<file path="config.mk">
export PLATFORM = sky130hd
export DESIGN_NAME = ucr_channel_reset
export DESIGN_NICKNAME = d
export VERILOG_FILES = /design/src/hdl/ucr_pkg.sv /design/src/hdl/ucr_channel_reset.sv
export VERILOG_INCLUDE_DIRS = /design/src /design/src/hdl
export SDC_FILE = /design/constraint.sdc
export NUM_CORES = 1
export LEC_CHECK = 0
export ABC_AREA = 1
export BUFFER_PORTS_ARGS = -buffer_cell sky130_fd_sc_hd__buf_2
export CELL_PAD_IN_SITES_DETAIL_PLACEMENT = 1
export CELL_PAD_IN_SITES_GLOBAL_PLACEMENT = 2
export CORE_ASPECT_RATIO = 1.75
export CORE_MARGIN = 1.5
export CORE_UTILIZATION = 36
export CTS_CLUSTER_SIZE = 8
export DETAILED_ROUTE_END_ITERATION = 12
export MAX_ROUTING_LAYER = met4
export PLACE_DENSITY_LB_ADDON = 0.1
export SLEW_MARGIN = 40
export SYNTH_ARGS = -nofsm -noshare
export SYNTH_HDL_FRONTEND = slang
export SYNTH_SLANG_ARGS = --single-unit
</file>
<file path="constraint.sdc">
create_clock -name ref_clk -period 2.5 [get_ports ref_clk]
set_clock_uncertainty 0.1 [all_clocks]
set_input_delay 0.5 -clock ref_clk [delete_from_list [all_inputs] [get_ports ref_clk]]
set_output_delay 0.5 -clock ref_clk [all_outputs]
set_load 0.03 [all_outputs]
</file>
<file path="src/hdl/ucr_params.svh">
// Register map, reset values and field positions of the quad channel bank
`ifndef UCR_PARAMS_SVH
`define UCR_PARAMS_SVH
// Address decode
`define UCR_GLB_BIT        9
`define UCR_CH_MSB         8
`define UCR_CH_LSB         7
`define UCR_IDX_MSB        6
`define UCR_IDX_LSB        2
`define UCR_NUM_REGS       21
// Per channel register indices, byte address = channel*0x80 + index*4
`define UCR_IDX_DIV_LOW    5'h00
`define UCR_IDX_DIV_HIGH   5'h01
`define UCR_IDX_HOLD       5'h02
`define UCR_IDX_INT_EN     5'h03
`define UCR_IDX_FIFO_CTL   5'h04
`define UCR_IDX_INT_SRC    5'h05
`define UCR_IDX_LINE_CTL   5'h06
`define UCR_IDX_MDM_CTL    5'h07
`define UCR_IDX_LINE_STAT  5'h08
`define UCR_IDX_MDM_STAT   5'h09
`define UCR_IDX_SCRATCH    5'h0a
`define UCR_IDX_ENH_MODE   5'h0b
`define UCR_IDX_FIFO_LVL   5'h0c
`define UCR_IDX_TRIG_LVL   5'h0d
`define UCR_IDX_FIFO_CNT   5'h0e
`define UCR_IDX_FEAT_CTL   5'h0f
`define UCR_IDX_ENH_FEAT   5'h10
`define UCR_IDX_RESUME1    5'h11
`define UCR_IDX_RESUME2    5'h12
`define UCR_IDX_PAUSE1     5'h13
`define UCR_IDX_PAUSE2     5'h14
// Global registers (address bit 9 set)
`define UCR_GIDX_FIFO_RDY  5'h00
`define UCR_GIDX_EVT_STAT  5'h01
`define UCR_GIDX_EVT_MASK  5'h02
// Reset values
`define UCR_RST_ZERO       8'h00
`define UCR_RST_ONES       8'hff
`define UCR_RST_INT_SRC    8'h01
`define UCR_RST_LINE_STAT  8'h60
// Fields
`define UCR_SRC_NONE       8'h01
`define UCR_SRC_MODEM      8'h00
`define UCR_SRC_RXDATA     8'h04
`define UCR_IE_RXDATA      0
`define UCR_IE_MODEM       3
`define UCR_FC_ENABLE      0
`define UCR_FC_RXCLR       1
`define UCR_LC_BREAK       6
`define UCR_MC_DTR         0
`define UCR_MC_RTS         1
`define UCR_MC_LOOP        4
`define UCR_EF_UNLOCK      4
`define UCR_ENH_IE_MASK    8'hf0
`define UCR_ENH_FC_MASK    8'h30
`define UCR_ENH_MC_MASK    8'he0
`define UCR_NO_MASK        8'h00
`define UCR_ALL_MASK       8'hff
`define UCR_LS_IDLE        8'h60
`define UCR_HSIZE_WORD     3'h2
`define UCR_HTRANS_NSEQ    1
`endif

</file>
<file path="src/hdl/ucr_pkg.sv">
// Types shared by the quad channel reset bank
package ucr_pkg;
   typedef logic [7:0] ucr_byte_t;
   typedef enum logic [0:0]
   {
      UCR_PH_ADDR = 1'b0,
      UCR_PH_DATA = 1'b1
   } ucr_phase_t;
endpackage

</file>
<file path="src/hdl/ucr_channel_reset.sv">
// Quad UART channel register bank with defined reset state, AHB-Lite slave
//------------------------------------------------------------------------
// What this block does
// - Divisor bytes and both holding bytes carry no reset value.
// - Interrupt enable, FIFO control, line and modem control clear at reset.
// - Interrupt source reads 0x01, nothing pending, after reset.
// - Line status reads 0x60 after reset, both transmit empty flags set.
// - Modem change bits clear at reset; upper bits show inverted inputs.
// - Scratchpad becomes all ones at reset.
// - Enhanced mode, levels, counts, feature and enhanced feature clear.
// - Both resume and both pause characters clear at reset.
// - FIFO ready status becomes all ones at reset.
// - Serial transmit idles high, infrared transmit low, during and after reset.
// - Request-to-send and terminal-ready outputs held high, deasserted.
// - Receive-ready output high, transmit-ready output low.
// - Outside alternate bus mode with select low, interrupt request stays high.
// - FIFO ready status: inverted transmit-ready low, receive-ready high nibble.
//------------------------------------------------------------------------
`timescale 1ns/1ps
`default_nettype none
`include "ucr_params.svh"

module ucr_channel_reset
   import ucr_pkg::*;
(
   input  wire logic        ref_clk,
   input  wire logic        nrst,
   input  wire logic        hsel,
   input  wire logic [31:0] haddr,
   input  wire logic [1:0]  htrans,
   input  wire logic        hwrite,
   input  wire logic [2:0]  hsize,
   input  wire logic [31:0] hwdata,
   input  wire logic        hready,
   output logic      [31:0] hrdata,
   output logic             hreadyout,
   output logic             hresp,
   input  wire logic [3:0]  ctsN,
   input  wire logic [3:0]  dsrN,
   input  wire logic [3:0]  riN,
   input  wire logic [3:0]  dcdN,
   input  wire logic        busMode68,
   input  wire logic        interruptSelect,
   output logic      [3:0]  txOut,
   output logic      [3:0]  infraredTxOut,
   output logic      [3:0]  rtsN,
   output logic      [3:0]  dtrN,
   output logic      [3:0]  receiveReadyN,
   output logic      [3:0]  transmitReadyN,
   output logic      [3:0]  intOut,
   output logic             irqN,
   output logic             blkIrq
);

   //---------------------------------------------------------------------
   // Storage
   //---------------------------------------------------------------------
   ucr_phase_t  phase_q;
   logic        wrCap_q;
   logic        glbCap_q;
   logic [1:0]  chCap_q;
   logic [4:0]  idxCap_q;
   logic        hreadyout_q;
   logic [31:0] hrdata_q;
   ucr_byte_t   ctl_q     [0:3][0:`UCR_NUM_REGS-1];
   ucr_byte_t   divLow_q  [0:3];
   ucr_byte_t   divHigh_q [0:3];
   ucr_byte_t   rxHold_q  [0:3];
   ucr_byte_t   txHold_q  [0:3];
   ucr_byte_t   intSrc_q  [0:3];
   ucr_byte_t   lineStat_q[0:3];
   ucr_byte_t   fifoCnt_q [0:3];
   logic [3:0]  delta_q   [0:3];
   logic [3:0]  dataReady_q;
   logic [15:0] mdmSync1_q;
   logic [15:0] mdmSync2_q;
   logic [15:0] mdmPrev_q;
   logic [1:0]  modeSync1_q;
   logic [1:0]  modeSync2_q;
   ucr_byte_t   fifoRdy_q;
   ucr_byte_t   evtStat_q;
   ucr_byte_t   evtMask_q;
   logic [3:0]  txOut_q;
   logic [3:0]  infrared_tx_out_q;
   logic [3:0]  rtsN_q;
   logic [3:0]  dtrN_q;
   logic [3:0]  rxRdyN_q;
   logic [3:0]  txRdyN_q;
   logic [3:0]  intOut_q;
   logic        irqN_q;
   logic        blkIrq_q;

   logic        doWr;
   logic        doRd;
   logic        accept;
   ucr_byte_t   wByte;
   logic [3:0]  rxSet;
   logic [3:0]  rxClr;
   logic [3:0]  dSet      [0:3];
   logic [3:0]  dClr      [0:3];
   logic [3:0]  lvlNow    [0:3];
   logic [3:0]  lvlPrev   [0:3];
   logic [3:0]  pend;
   ucr_byte_t   rdVal;

   //---------------------------------------------------------------------
   // Bus slave: one wait state, always OKAY
   //---------------------------------------------------------------------
   assign accept = hsel & htrans[`UCR_HTRANS_NSEQ] & hready;
   assign doWr   = (phase_q == UCR_PH_DATA) & wrCap_q;
   assign doRd   = (phase_q == UCR_PH_DATA) & ~wrCap_q;
   assign wByte  = hwdata[7:0];

   // Address capture and answer timing
   always_ff @(posedge ref_clk)
   begin
      if (!nrst)
      begin
         phase_q     <= UCR_PH_ADDR;
         wrCap_q     <= 1'b0;
         glbCap_q    <= 1'b0;
         chCap_q     <= 2'h0;
         idxCap_q    <= 5'h00;
         hreadyout_q <= 1'b1;
         hrdata_q    <= 32'h0000_0000;
      end
      else
      begin
         case (phase_q)
            UCR_PH_ADDR:
            begin
               if (accept)
               begin
                  phase_q     <= UCR_PH_DATA;
                  wrCap_q     <= hwrite & (hsize == `UCR_HSIZE_WORD);
                  glbCap_q    <= haddr[`UCR_GLB_BIT];
                  chCap_q     <= haddr[`UCR_CH_MSB:`UCR_CH_LSB];
                  idxCap_q    <= haddr[`UCR_IDX_MSB:`UCR_IDX_LSB];
                  hreadyout_q <= 1'b0;
               end
            end
            UCR_PH_DATA:
            begin
               phase_q     <= UCR_PH_ADDR;
               hreadyout_q <= 1'b1;
               hrdata_q    <= {24'h00_0000, rdVal};
            end
            default:
            begin
               phase_q     <= UCR_PH_ADDR;
               hreadyout_q <= 1'b1;
            end
         endcase
      end
   end

   assign hrdata    = hrdata_q;
   assign hreadyout = hreadyout_q;
   assign hresp     = 1'b0;

   //---------------------------------------------------------------------
   // Pin synchronisers
   //---------------------------------------------------------------------
   // Two stages, nothing looks at the first
   always_ff @(posedge ref_clk)
   begin
      mdmSync1_q  <= {dcdN, riN, dsrN, ctsN};
      mdmSync2_q  <= mdmSync1_q;
      mdmPrev_q   <= mdmSync2_q;
      modeSync1_q <= {interruptSelect, busMode68};
      modeSync2_q <= modeSync1_q;
   end

   function automatic logic [3:0] mdmLvl(input logic [15:0] s, input int c);
      return ~{s[12+c], s[8+c], s[4+c], s[c]};
   endfunction

   //---------------------------------------------------------------------
   // Writable control registers
   //---------------------------------------------------------------------
   function automatic ucr_byte_t rstVal(input int i);
      return (i == `UCR_IDX_SCRATCH) ? `UCR_RST_ONES : `UCR_RST_ZERO;
   endfunction

   function automatic logic ctlWritable(input logic [4:0] i);
      case (i)
         `UCR_IDX_INT_EN, `UCR_IDX_FIFO_CTL, `UCR_IDX_LINE_CTL,
         `UCR_IDX_MDM_CTL, `UCR_IDX_SCRATCH, `UCR_IDX_ENH_MODE,
         `UCR_IDX_TRIG_LVL, `UCR_IDX_FEAT_CTL, `UCR_IDX_ENH_FEAT,
         `UCR_IDX_RESUME1, `UCR_IDX_RESUME2, `UCR_IDX_PAUSE1,
         `UCR_IDX_PAUSE2:  return 1'b1;
         default:          return 1'b0;
      endcase
   endfunction

   // Enhanced bits are locked unless the unlock bit is set
   function automatic ucr_byte_t lockMask(input logic [4:0] i, input logic unl);
      if (unl)
         return `UCR_NO_MASK;
      case (i)
         `UCR_IDX_INT_EN:   return `UCR_ENH_IE_MASK;
         `UCR_IDX_FIFO_CTL: return `UCR_ENH_FC_MASK;
         `UCR_IDX_MDM_CTL:  return `UCR_ENH_MC_MASK;
         default:           return `UCR_NO_MASK;
      endcase
   endfunction

   // All channels load their defaults on the same edge
   always_ff @(posedge ref_clk)
   begin
      if (!nrst)
      begin
         for (int c = 0; c < 4; c++)
            for (int i = 0; i < `UCR_NUM_REGS; i++)
               ctl_q[c][i] <= rstVal(i);
      end
      else if (doWr && !glbCap_q && ctlWritable(idxCap_q))
      begin
         ctl_q[chCap_q][idxCap_q] <=
            (ctl_q[chCap_q][idxCap_q] &
             lockMask(idxCap_q, ctl_q[chCap_q][`UCR_IDX_ENH_FEAT][`UCR_EF_UNLOCK])) |
            (wByte &
             ~lockMask(idxCap_q, ctl_q[chCap_q][`UCR_IDX_ENH_FEAT][`UCR_EF_UNLOCK]));
      end
   end

   // Data bytes keep whatever they held; reset leaves them alone
   always_ff @(posedge ref_clk)
   begin
      if (doWr && !glbCap_q)
      begin
         if (idxCap_q == `UCR_IDX_DIV_LOW)
            divLow_q[chCap_q] <= wByte;
         if (idxCap_q == `UCR_IDX_DIV_HIGH)
            divHigh_q[chCap_q] <= wByte;
         if (idxCap_q == `UCR_IDX_HOLD)
            txHold_q[chCap_q] <= wByte;
         if (idxCap_q == `UCR_IDX_HOLD && ctl_q[chCap_q][`UCR_IDX_MDM_CTL][`UCR_MC_LOOP])
            rxHold_q[chCap_q] <= wByte;
      end
   end

   //---------------------------------------------------------------------
   // Channel events
   //---------------------------------------------------------------------
   // Loopback data, receive clear, modem change detect
   always_comb
   begin
      for (int c = 0; c < 4; c++)
      begin
         rxSet[c] = doWr & ~glbCap_q & (chCap_q == c[1:0]) &
                    (idxCap_q == `UCR_IDX_HOLD) &
                    ctl_q[c][`UCR_IDX_MDM_CTL][`UCR_MC_LOOP];
         rxClr[c] = ~glbCap_q & (chCap_q == c[1:0]) &
                    ((doRd & (idxCap_q == `UCR_IDX_HOLD)) |
                     (doWr & (idxCap_q == `UCR_IDX_FIFO_CTL) & wByte[`UCR_FC_RXCLR]));
         lvlNow[c]  = mdmLvl(mdmSync2_q, c);
         lvlPrev[c] = mdmLvl(mdmPrev_q, c);
         dSet[c][0] = lvlNow[c][0] ^ lvlPrev[c][0];
         dSet[c][1] = lvlNow[c][1] ^ lvlPrev[c][1];
         dSet[c][2] = lvlPrev[c][2] & ~lvlNow[c][2]; // Trailing edge only
         dSet[c][3] = lvlNow[c][3] ^ lvlPrev[c][3];
         dClr[c]    = {4{doRd & ~glbCap_q & (chCap_q == c[1:0]) &
                        (idxCap_q == `UCR_IDX_MDM_STAT)}};
      end
   end

   // Sticky channel flags, a set beats a clear in the same cycle
   always_ff @(posedge ref_clk)
   begin
      if (!nrst)
      begin
         dataReady_q <= 4'h0;
         for (int c = 0; c < 4; c++)
            delta_q[c] <= 4'h0;
      end
      else
      begin
         dataReady_q <= rxSet | (dataReady_q & ~rxClr);
         for (int c = 0; c < 4; c++)
            delta_q[c] <= dSet[c] | (delta_q[c] & ~dClr[c]);
      end
   end

   //---------------------------------------------------------------------
   // Status registers and pins
   //---------------------------------------------------------------------
   // Pending interrupt per channel from enables and flags
   always_comb
   begin
      for (int c = 0; c < 4; c++)
         pend[c] = (ctl_q[c][`UCR_IDX_INT_EN][`UCR_IE_MODEM] & (|delta_q[c])) |
                   (ctl_q[c][`UCR_IDX_INT_EN][`UCR_IE_RXDATA] & dataReady_q[c]);
   end

   // Source, line status, counts and output pins
   always_ff @(posedge ref_clk)
   begin
      if (!nrst)
      begin
         for (int c = 0; c < 4; c++)
         begin
            intSrc_q[c]   <= `UCR_RST_INT_SRC;
            lineStat_q[c] <= `UCR_RST_LINE_STAT;
            fifoCnt_q[c]  <= `UCR_RST_ZERO;
         end
         txOut_q   <= 4'hf;
         infrared_tx_out_q    <= 4'h0;
         rtsN_q    <= 4'hf;
         dtrN_q    <= 4'hf;
         rxRdyN_q  <= 4'hf;
         txRdyN_q  <= 4'h0;
         fifoRdy_q <= `UCR_RST_ONES;
         intOut_q  <= 4'h0;
         irqN_q    <= 1'b1;
      end
      else
      begin
         for (int c = 0; c < 4; c++)
         begin
            if (ctl_q[c][`UCR_IDX_INT_EN][`UCR_IE_MODEM] && (|delta_q[c]))
               intSrc_q[c] <= `UCR_SRC_MODEM |
                              {{2{ctl_q[c][`UCR_IDX_FIFO_CTL][`UCR_FC_ENABLE]}}, 6'h00};
            else if (ctl_q[c][`UCR_IDX_INT_EN][`UCR_IE_RXDATA] && dataReady_q[c])
               intSrc_q[c] <= `UCR_SRC_RXDATA |
                              {{2{ctl_q[c][`UCR_IDX_FIFO_CTL][`UCR_FC_ENABLE]}}, 6'h00};
            else
               intSrc_q[c] <= `UCR_SRC_NONE |
                              {{2{ctl_q[c][`UCR_IDX_FIFO_CTL][`UCR_FC_ENABLE]}}, 6'h00};
            lineStat_q[c] <= `UCR_LS_IDLE | {7'h00, dataReady_q[c]};
            fifoCnt_q[c]  <= {7'h00, dataReady_q[c]};
            txOut_q[c]    <= ~ctl_q[c][`UCR_IDX_LINE_CTL][`UCR_LC_BREAK];
            rtsN_q[c]     <= ~ctl_q[c][`UCR_IDX_MDM_CTL][`UCR_MC_RTS];
            dtrN_q[c]     <= ~ctl_q[c][`UCR_IDX_MDM_CTL][`UCR_MC_DTR];
         end
         infrared_tx_out_q    <= 4'h0;
         rxRdyN_q  <= ~dataReady_q;
         txRdyN_q  <= 4'h0; // Holding byte leaves at once, space always free
         fifoRdy_q <= {~dataReady_q, 4'hf};
         intOut_q  <= pend & ~{4{modeSync2_q[0] & ~modeSync2_q[1]}};
         irqN_q    <= ~(modeSync2_q[0] & ~modeSync2_q[1] & (|pend));
      end
   end

   assign txOut          = txOut_q;
   assign infraredTxOut  = infrared_tx_out_q;
   assign rtsN           = rtsN_q;
   assign dtrN           = dtrN_q;
   assign receiveReadyN  = rxRdyN_q;
   assign transmitReadyN = txRdyN_q;
   assign intOut         = intOut_q;
   assign irqN           = irqN_q;

   //---------------------------------------------------------------------
   // Block interrupt: sticky events, mask, write one to clear
   //---------------------------------------------------------------------
   always_ff @(posedge ref_clk)
   begin
      if (!nrst)
      begin
         evtStat_q <= 8'h00;
         evtMask_q <= 8'h00;
         blkIrq_q  <= 1'b0;
      end
      else
      begin
         evtStat_q <= {|dSet[3], |dSet[2], |dSet[1], |dSet[0], rxSet} |
                      (evtStat_q & ~((doWr && glbCap_q &&
                                      idxCap_q == `UCR_GIDX_EVT_STAT) ? wByte : 8'h00));
         if (doWr && glbCap_q && idxCap_q == `UCR_GIDX_EVT_MASK)
            evtMask_q <= wByte;
         blkIrq_q  <= |(evtStat_q & evtMask_q);
      end
   end

   assign blkIrq = blkIrq_q;

   //---------------------------------------------------------------------
   // Read multiplexer
   //---------------------------------------------------------------------
   always_comb
   begin
      rdVal = 8'h00;
      if (glbCap_q)
      begin
         case (idxCap_q)
            `UCR_GIDX_FIFO_RDY: rdVal = fifoRdy_q;
            `UCR_GIDX_EVT_STAT: rdVal = evtStat_q;
            `UCR_GIDX_EVT_MASK: rdVal = evtMask_q;
            default:            rdVal = 8'h00;
         endcase
      end
      else
      begin
         case (idxCap_q)
            `UCR_IDX_DIV_LOW:   rdVal = divLow_q[chCap_q];
            `UCR_IDX_DIV_HIGH:  rdVal = divHigh_q[chCap_q];
            `UCR_IDX_HOLD:      rdVal = rxHold_q[chCap_q];
            `UCR_IDX_INT_SRC:   rdVal = intSrc_q[chCap_q];
            `UCR_IDX_LINE_STAT: rdVal = lineStat_q[chCap_q];
            `UCR_IDX_MDM_STAT:  rdVal = {mdmLvl(mdmSync2_q, chCap_q), delta_q[chCap_q]};
            `UCR_IDX_FIFO_LVL,
            `UCR_IDX_FIFO_CNT:  rdVal = fifoCnt_q[chCap_q];
            `UCR_IDX_FIFO_CTL,
            `UCR_IDX_ENH_MODE,
            `UCR_IDX_TRIG_LVL:  rdVal = 8'h00;
            default:            rdVal = ctlWritable(idxCap_q) ?
                                        ctl_q[chCap_q][idxCap_q] : 8'h00;
         endcase
      end
   end

   //---------------------------------------------------------------------
   // Assertions
   //---------------------------------------------------------------------
   function automatic logic allEq(input int idx, input ucr_byte_t v);
      logic ok;
      ok = 1'b1;
      for (int c = 0; c < 4; c++)
         if (ctl_q[c][idx] != v)
            ok = 1'b0;
      return ok;
   endfunction
endmodule // ucr_channel_reset

`default_nettype wire

</file>
After elaboration in Yosys (flattened, before gate mapping)
Memories as Yosys holds them, arrays and structs flattened. A register that Yosys moved wholly into a read port is not among the register bits.
Cells that the tools add are included.
{ "totals": {"ff_bits": 117, "mem_bits_rw": 808, "rom_bits": 64, "in_bits": 92, "output_inout_bits": 64, "word_cells": 383, "memories": 10} }
{ "op_classes": {"addsub": 3, "n_lt_le_gt_ge": 6, "n_eq_ne": 17, "mux": 141, "bitwise_logic": 150, "n_reduce_logical": 33} }
{ "mem_list": {"columns": ["memory", "words", "word_bits", "read_ports", "rd_clocked_by_memory_dff", "write_ports", "line", "rtl"], "rows": [
  ["ctl_q", 4, 168, 5, 1, 4, "ucr_channel_reset.sv:65", "ucr_byte_t ctl_q [0:3][0:`UCR_NUM_REGS-1];"],
  ["(name not given)", 32, 1, 1, 1, 0, "ucr_channel_reset.sv:186", "case (i)"],
  ["(name not given)", 32, 1, 1, 1, 0, "ucr_channel_reset.sv:186", null],
  ["divHigh_q", 4, 8, 1, 1, 1, "ucr_channel_reset.sv:67", "ucr_byte_t divHigh_q [0:3];"],
  ["divLow_q", 4, 8, 1, 1, 1, "ucr_channel_reset.sv:66", "ucr_byte_t divLow_q [0:3];"],
  ["rxHold_q", 4, 8, 1, 1, 1, "ucr_channel_reset.sv:68", "ucr_byte_t rxHold_q [0:3];"],
  ["4 more memories", null, null, null, null, null, null, null]
]} }
{ "ops": {"columns": ["operator", "count"], "rows": [
  ["$mux 168", 3],
  ["$reduce_or 168->1", 1],
  ["$mux 1", 80],
  ["$mux 8", 10],
  ["$mux 4", 16],
  ["$not 4->4", 16],
  ["$pmux 8 s8", 1],
  ["$and 1x1->1", 52],
  ["$pmux 8 s3", 2],
  ["$bmux 8 s5", 1],
  ["$demux 8 s5", 1],
  ["$reduce_or 4->1", 9],
  ["$mux 2", 17],
  ["$and 8x8->8", 4],
  ["$eq 5x4->1 const B", 6],
  ["$or 1x1->1", 29],
  ["$and 4x4->4", 6],
  ["$not 1->1", 21],
  ["$mux 5", 4],
  ["$or 4x4->4", 5],
  ["$not 8->8", 2],
  ["$or 8x8->8", 2],
  ["$eq 5x3->1 const B", 3],
  ["$logic_and 1x1->1", 15],
  ["26 further kinds", 44]
]} }

Depth between registers and ports, before layout
Gate-level depths: netlist of run 1.
{ "depth": {"ltp_word": 12, "depth_mapped": 21, "ltp_nobuf": 17} }

Worst setup path before layout of run 1
No wires, ideal clock.
{ "synth_path": {"path_kind": "register to register", "start": "register glbCap_q", "end": "memory ctl_q[1][80] (netlist name), enable pin", "setup_ns": 0.384, "arrival_ns": 1.920, "path_slack_ns": 0.096, "stages_incl_launch_ff": 9, "path_buffers": 1, "synth_period_minus_slack_ns": 2.404, "path_cell_list": "dfxtp_1 -> clkbuf_1 -> nor2_2 -> nand3_1 -> inv_2 -> nand2_1 -> nor2_1 -> inv_1 -> o21ai_0"} }
{ "synth_rtl": {"columns": ["element", "line", "rtl"], "rows": [
  ["from (decl)", "ucr_channel_reset.sv:60", "logic glbCap_q;"],
  ["from (signal assigned)", "ucr_channel_reset.sv:136", "glbCap_q <= haddr[`UCR_GLB_BIT];"],
  ["to (decl)", "ucr_channel_reset.sv:65", null]
]} }

==> summary.txt, run 1 <==
Yosys
  • Synth cell types: between 40 and 50
  • Flop and latch count out of synthesis: between 900 and 1000
  • Register area share after synthesis: roughly 63%
  • Syn Inst Count: 4570
  • Synth Area per Inst: 9.08 µm²
  • Synth async-reset ratio: 0%
  • Yosys warnings: 0
  • Post-Syn Area: between 40000 and 50000 µm²
  • Ys flop type: edfxtp_1
  • Post-synth EDFFs: between 700 and 800

Worst setup path
  • Slowest CP cell: dfxtp_4
  • Crit path required time: 2.90 ns
  • R2R depth: 15
  • Critical path class: reg2reg
  • Startpoint class of the critical path: register
  • CP endpoint kind: register
  • Endpoint of the worst-slack reg-to-reg timing path: ctl_q[1][93]
  • Critical path arrival: 3.45 ns
  • CP peak stage delay: 0.38 ns
  • Most common cell type on the critical path: buf_12
  • Worst path cell trace: buf_4 -> buf_12 -> buf_12 -> buf_6 -> o21ai_2 -> o22ai_2 -> nand2_1 -> nand4_1 -> a21boi_2 -> buf_6 -> a21oi_2 -> a21oi_4 -> buf_12 -> clkbuf_16 -> nor2_1
  • CP max FO: 8
  • R2R Setup Slk: -0.55 ns

Pwr
  • Pleak: between 20 and 25 nW
  • Max VDD drop: 0.803 mV
  • Final Power: roughly 0.038 W
  • Power Density: 716 nW/µm²

Die
  • Initial Utilization: 36.3%
  • Core area: between 100000 and 150000 µm²
  • Ports: 156
  • Std cell rows: 164
  • Die Wd: 260 µm
  • Die Ht: 452 µm
  • Die ar.: 117000 µm²

Run status
  • Run status: complete, but fails checks
  • Failing checks: setup timing

STA
  • Max Fclk: 328 MHz
  • Final setup violation count: 590
  • Worst slew pin tran: between 0.7 and 0.8 ns
  • Final hold vios: 0
  • Final worst-path cycle share: 122%
  • Slew HR: 53.1%
  • Min Tclk post-route: 3.05 ns
  • RSZ-0062 raised after global routing: true
  • Setup TNS Final: -189.82 ns
  • PnR worst setup slack: -0.551 ns
  • Slew Viols, Final: 0

Routing
  • DRT Pass-1 Iters: 5
  • WL final: ~150000 µm
  • Via/cell ratio: 4.97
  • Drc violations: 0
  • Via count: 33100
  • Antenna Nets Post-Route: 0
  • Initial DRC count: 1766
  • WL per Instance: around 23 µm

Place
  • Post-Place Cell Area: 47100 µm²
  • Pre-CTS setup slack: -0.781 ns
  • Post-DP HPWL: 103000 µm
  • Routability cong.: 0.843
  • IO buf count: 73

Clock network
  • Clock sinks: 916
  • CTS root buf: clkbuf_16
  • CTS tree: yes
  • H-tree lvl count: 4
  • Clock-pin slew on the worst setup and hold paths: around 0.060 ns
  • Longest Clk Path Bufs: 3
  • TritonCTS Buffers: ~130
  • Clk_lat worst skew: between 0.7 and 0.8 ns

Finish
  • Final net count: 5202
  • Most frequent cells in the layout: 1292 x nand2_1, 941 x nor2_1, 780 x edfxtp_1
  • Area added between synthesis and finish: 27.1%
  • Most common cell after layout, fill and taps aside: nand2_1
  • Layout cells sized above 1: 17.0%
  • Fin area: 52700 µm²

Min path
  • Hold Path Origin: hwdata[7]
  • Min-Delay Path Class: in2reg
  • Hold Path Depth: 2
  • Hold EP: rxHold_q[1][7]

Run
  • Max-cap violation count: 0

Global route
  • Antenna violations before repair: 1
  • First-pass GRT wire length: 220000 µm
  • Gr usage total: 26.3%
  • Grt total ovfl: 0
  • Largest net degree at the start of global routing: 96
  • Vias in the first global route: 34800
## how the worst max path moves through the flow
| stage | end | cells after the start |
|---|---|---|
| 6_report | ctl_q[1][93] | 15 |
| 5_1_grt | ctl_q[2][94] | 16 |
| 4_1_cts | ctl_q[1][164] | 14 |
| 3_5_place_dp | ctl_q[2][62] | 14 |
| 3_3_place_gp | ctl_q[2][38] | 14 |
| 2_1_floorplan | ctl_q[1][80] | 8 |
## worst max-delay path, delay by kind of cell (launching register included)
kind                   cells  cell delay (ns)
DFF                        1             0.38
buffers and inverters      7             1.14
and+or+nand+nor            3             0.37
AOI/OAI and AO/OA          5             0.77
## flip-flops by register name, indices dropped and copies added, names as in the netlist, 5 cells and up, named ones only
name and cells:
ctl_q 672, divLow_q 32, delta_q 16, evtStat_q 8, rxHold_q 32, mdmPrev_q 16, divHigh_q 32, mdmSync1_q 16
hrdata 8, idxCap_q 5, intSrc_q 12, evtMask_q 8, mdmSync2_q 16
## metrics by stage
stage	util (%)	hold slack [ns]	cells
4_1_cts	45.1	0.0108	6610
5_1_grt	46.1	0.0436	6657
6_report	46.1	0.0552	6657
3_5_place_dp	41.2	0.213	6380
2_1_floorplan	-	0.210	4613
3_3_place_gp	41.2	0.210	6380
## final cells by class
type	instances	area (µm²)
Antenna cell	1	2.50
Clock buffer	170	3470
Multi-Input combinational cell	2970	12600
Sequential cell	916	26200
Timing Repair inverter	1	11.3
Inverter	437	1670
Clock inverter	16	240
Timing Repair Buffer	652	6760
Tap cell	1494	1870
Fill cell	12900	61600
## cell usage after synthesis, types with 7 or more instances
cell      count  area, µm²
o22ai_1      56        350
clkbuf_1    100        375
buf_2        82        410
o21ai_1      13       65.1
nand2_1    1313       4930
nand3_1     215       1080
xor2_1        8       70.1
nand4_1      16        100
nor2_1      966       3630
a22oi_1       7       52.6
buf_6        17        191
nor3_1        9       45.0
o21ai_0     183        916
a21oi_1      79        395
inv_1       423       1590
o211ai_1      9       67.6
dfxtp_1     136       2720
nor4_1        7       43.8
inv_2        11       41.3
buf_4        77        578
edfxtp_1    780      23400
buf_1        14       52.6
## cells by family (layout without fill, tap and decap cells)
group                     count (synthesis)  in the layout  share of synthesized area, %
AOI/OAI and AO/OA                       374            374                          5.00
and+or+nand+nor                        2539           2539                          23.9
DFF                                     916            916                          63.0
other                                     2             46                        0.0181
buffers and inverters                   727           1276                          7.83
xor gates and xnor gates                 12             12                         0.253
## power breakdown
| group | switching (W) | total (W) | internal [W] |
|---|---|---|---|
| combinational | 0.00257 | 0.00401 | 0.00144 |
| clock | 0.00687 | 0.0165 | 0.00968 |
| sequential | 0.000175 | 0.0172 | 0.0170 |
## repair_timing
| action | 4_1_cts | 5_1_grt |
|---|---|---|
| endpoints found under the hold margin | 23 | 0 |
| setup endpoints to repair | 616 | 769 |
| pin swaps | 9 | 35 |
| buffers inserted | 13 | 20 |
| gates resized for setup | 57 | 102 |
| cloned | 7 | 31 |
| hold buffers | 24 | 0 |
## routing by layer
metal	wire length, µm	vias to the layer above	track usage (%)
met4	5620	0	9.29
met1	58200	16500	27.9
met2	85200	626	49.7
li1	-	15700	-
met3	4730	266	3.12
met5	0	-	-
Note: power is estimated with default switching activity, not from simulation.
==> run 2, diff against run 1 <==
- RECOVER_POWER: default -> 25
==> summary.txt, run 2 (same netlist as run 1, synthesis figures left out) <==
Die
  • Initial Utilization: 36.3% (unchanged)
  • Die ar.: 117000 µm² (unchanged)
  • Die Wd: 260 µm (unchanged)
  • Core area: 114000 µm² (unchanged)
  • Die Ht: 452 µm (unchanged)
  • Ports: 156 (unchanged)
  • Std cell rows: 164 (unchanged)

Global route
  • First-pass GRT wire length: 220000 µm (unchanged)
  • Largest net degree at the start of global routing: 96 (unchanged)
  • Grt total ovfl: 0 (unchanged)
  • Antenna violations before repair: 1 (unchanged)
  • Vias in the first global route: 34800 (unchanged)
  • Gr usage total: 26.3% (unchanged)

Finish
  • Most frequent cells in the layout: 1292 x nand2_1, 941 x nor2_1, 780 x edfxtp_1
  • Register area: 26200 µm² (unchanged)
  • Final net count: 5202 (unchanged)
  • Fin area: 52600 µm² (-0.16%)
  • Post-Layout Cell Count: 6657 (unchanged)
  • Number of flip-flops in the largest register: 672 (unchanged)
  • Filler cells: 12900 (+0.15%)
  • Final core utilization: 46.1% (-0.074 points)
  • Most common cell after layout, fill and taps aside: nand2_1
  • Reg with most FFs: ctl_q
  • Area of the multi-input gates: 12600 µm² (unchanged)
  • Layout cells sized above 1: 16.1% (-0.81 points)
  • Area added between synthesis and finish: 26.9%

Worst setup path
  • CP endpoint kind: register
  • Startpoint class of the critical path: register
  • Critical path arrival: 3.45 ns (about the same)
  • Crit path required time: 2.90 ns (about the same)
  • Critical path class: reg2reg
  • CP max FO: 8 (unchanged)

STA
  • Slew Viols, Final: 0 (unchanged)
  • Worst slew pin tran: 1.40 ns (+0.697 ns)
  • RSZ-0062 raised after global routing: true
  • Final worst-path cycle share: 122% (about the same)
  • Min Tclk post-route: 3.05 ns (-0.00289 ns)
  • Final setup violation count: 610 (+3.4%)
  • Max Fclk: 328 MHz (about the same)
  • PnR worst setup slack: -0.548 ns (+0.00289 ns)
  • Final hold vios: 0 (unchanged)
  • Slew HR: 6.62% (-46 points)

Clock network
  • CTS tree: yes
  • H-tree lvl count: 4 (unchanged)
  • Longest Clk Path Bufs: 3 (unchanged)
  • CTS root buf: clkbuf_16
  • Clock sinks: 916 (unchanged)
  • Clk_lat worst skew: 0.76 ns (about the same)
  • Clock-pin slew on the worst setup and hold paths: 0.06 ns (about the same)
  • TritonCTS Buffers: 132 (unchanged)

Pwr
  • Pleak: 22.5 nW (-0.54%)
  • Power Density: 716 nW/µm² (+0.11%)
  • Max VDD drop: 0.804 mV (+0.18%)

Routing
  • Initial DRC count: 1736 (-1.7%)
  • DRT Pass-1 Iters: 5 (unchanged)
  • Via count: 33100 (-0.021%)
  • Antenna Nets Post-Route: 0 (unchanged)
  • Via/cell ratio: 4.97 (about the same)
  • Drc violations: 0 (unchanged)
  • WL per Instance: 23.1 µm (about the same)
  • WL final: 154000 µm (about the same)

Place
  • Routability cong.: 0.843 (unchanged)
  • IO buf count: 73 (unchanged)
  • Post-DP HPWL: 103000 µm (unchanged)
  • Dpl cells: 6380 (unchanged)
  • Post-Place Cell Area: 47100 µm² (unchanged)

Run
  • Max-cap violation count: 0 (unchanged)

Run status
  • Run status: complete, but fails checks
  • Failing checks: setup timing

Min path
  • Min-Delay Path Class: in2reg
[run 2: cell type report]
class                      count  share of cell area (%)
antenna                        1                 0.00475
sequential                   916                    49.7
clock inverter                16                   0.456
multi-input combinational   2970                    23.8
tap                         1494                    3.55
timing repair inverter         1                  0.0214
inverter                     437                    3.18
clock buffer                 170                    6.59
timing repair buffer         652                    12.7
[run 2: timing repair]
action / CTS / global route
endpoints found under the setup margin: 616 / 769
gates cloned: 7 / 31
setup buffers: 13 / 20
hold buffers: 24 / 0
pin swaps: 9 / 35
gates resized for setup: 57 / 102
endpoints found under the hold margin: 23 / 0
[run 2: worst paths after layout]
path                                     from  slack (ns)  cells past startpoint             to
worst min register to register  mdmSync1_q[4]        0.22                      0  mdmSync2_q[4]
worst max register to register       register       -0.55                     15   ctl_q[1][93]
worst min-delay path                 haddr[5]        0.06                      3    idxCap_q[3]
worst max-delay path                 register       -0.55                     15   ctl_q[1][93]
[run 2: power by group]
part | leakage, nW | total, W | internal (W) | switching [W]
sequential | 8.93 | 0.0172 | 0.0170 | 0.000176
combinational | 11.8 | 0.00400 | 0.00143 | 0.00257
clock | 1.79 | 0.0165 | 0.00968 | 0.00685
total | 22.5 | 0.0377 | 0.0281 | 0.00960
[run 2: worst max-delay path, cell delays in order, from the launching register on]
cell	delay, ns
dfxtp_4	0.38
buf_4	0.15
buf_12	0.15
buf_12	0.15
buf_6	0.14
nor2_2	0.11
o22ai_1	0.12
nand2_1	0.08
nand4_1	0.25
a21boi_2	0.24
buf_6	0.14
a21oi_2	0.07
a21oi_4	0.22
buf_12	0.22
clkbuf_16	0.19
nor2_1	0.04
[run 2: metal layers]
metal  share of wire [%]  up-vias  wire (µm)  track usage [%]
met5                   0        -          0                -
met4                 3.7        0       5620             9.29
met3                 3.2      266       4930             3.12
met2                  55      644      85300             49.7
met1                  38    16500      58000             27.9
li1                    -    15700          -                -
[run 2: metrics by stage]
stage                     setup WS [ns]  hold WS, ns  setup TNS, ns  power [W]
final                            -0.548       0.0578        -191.53     0.0377
after global routing             -0.605       0.0446        -259.44     0.0389
after CTS                        -0.552       0.0108        -197.05     0.0379
after detailed placement         -0.781        0.213        -244.87     0.0210
after global placement           -0.689        0.210        -220.79     0.0210
after floorplan                  0.0960        0.210              0     0.0193
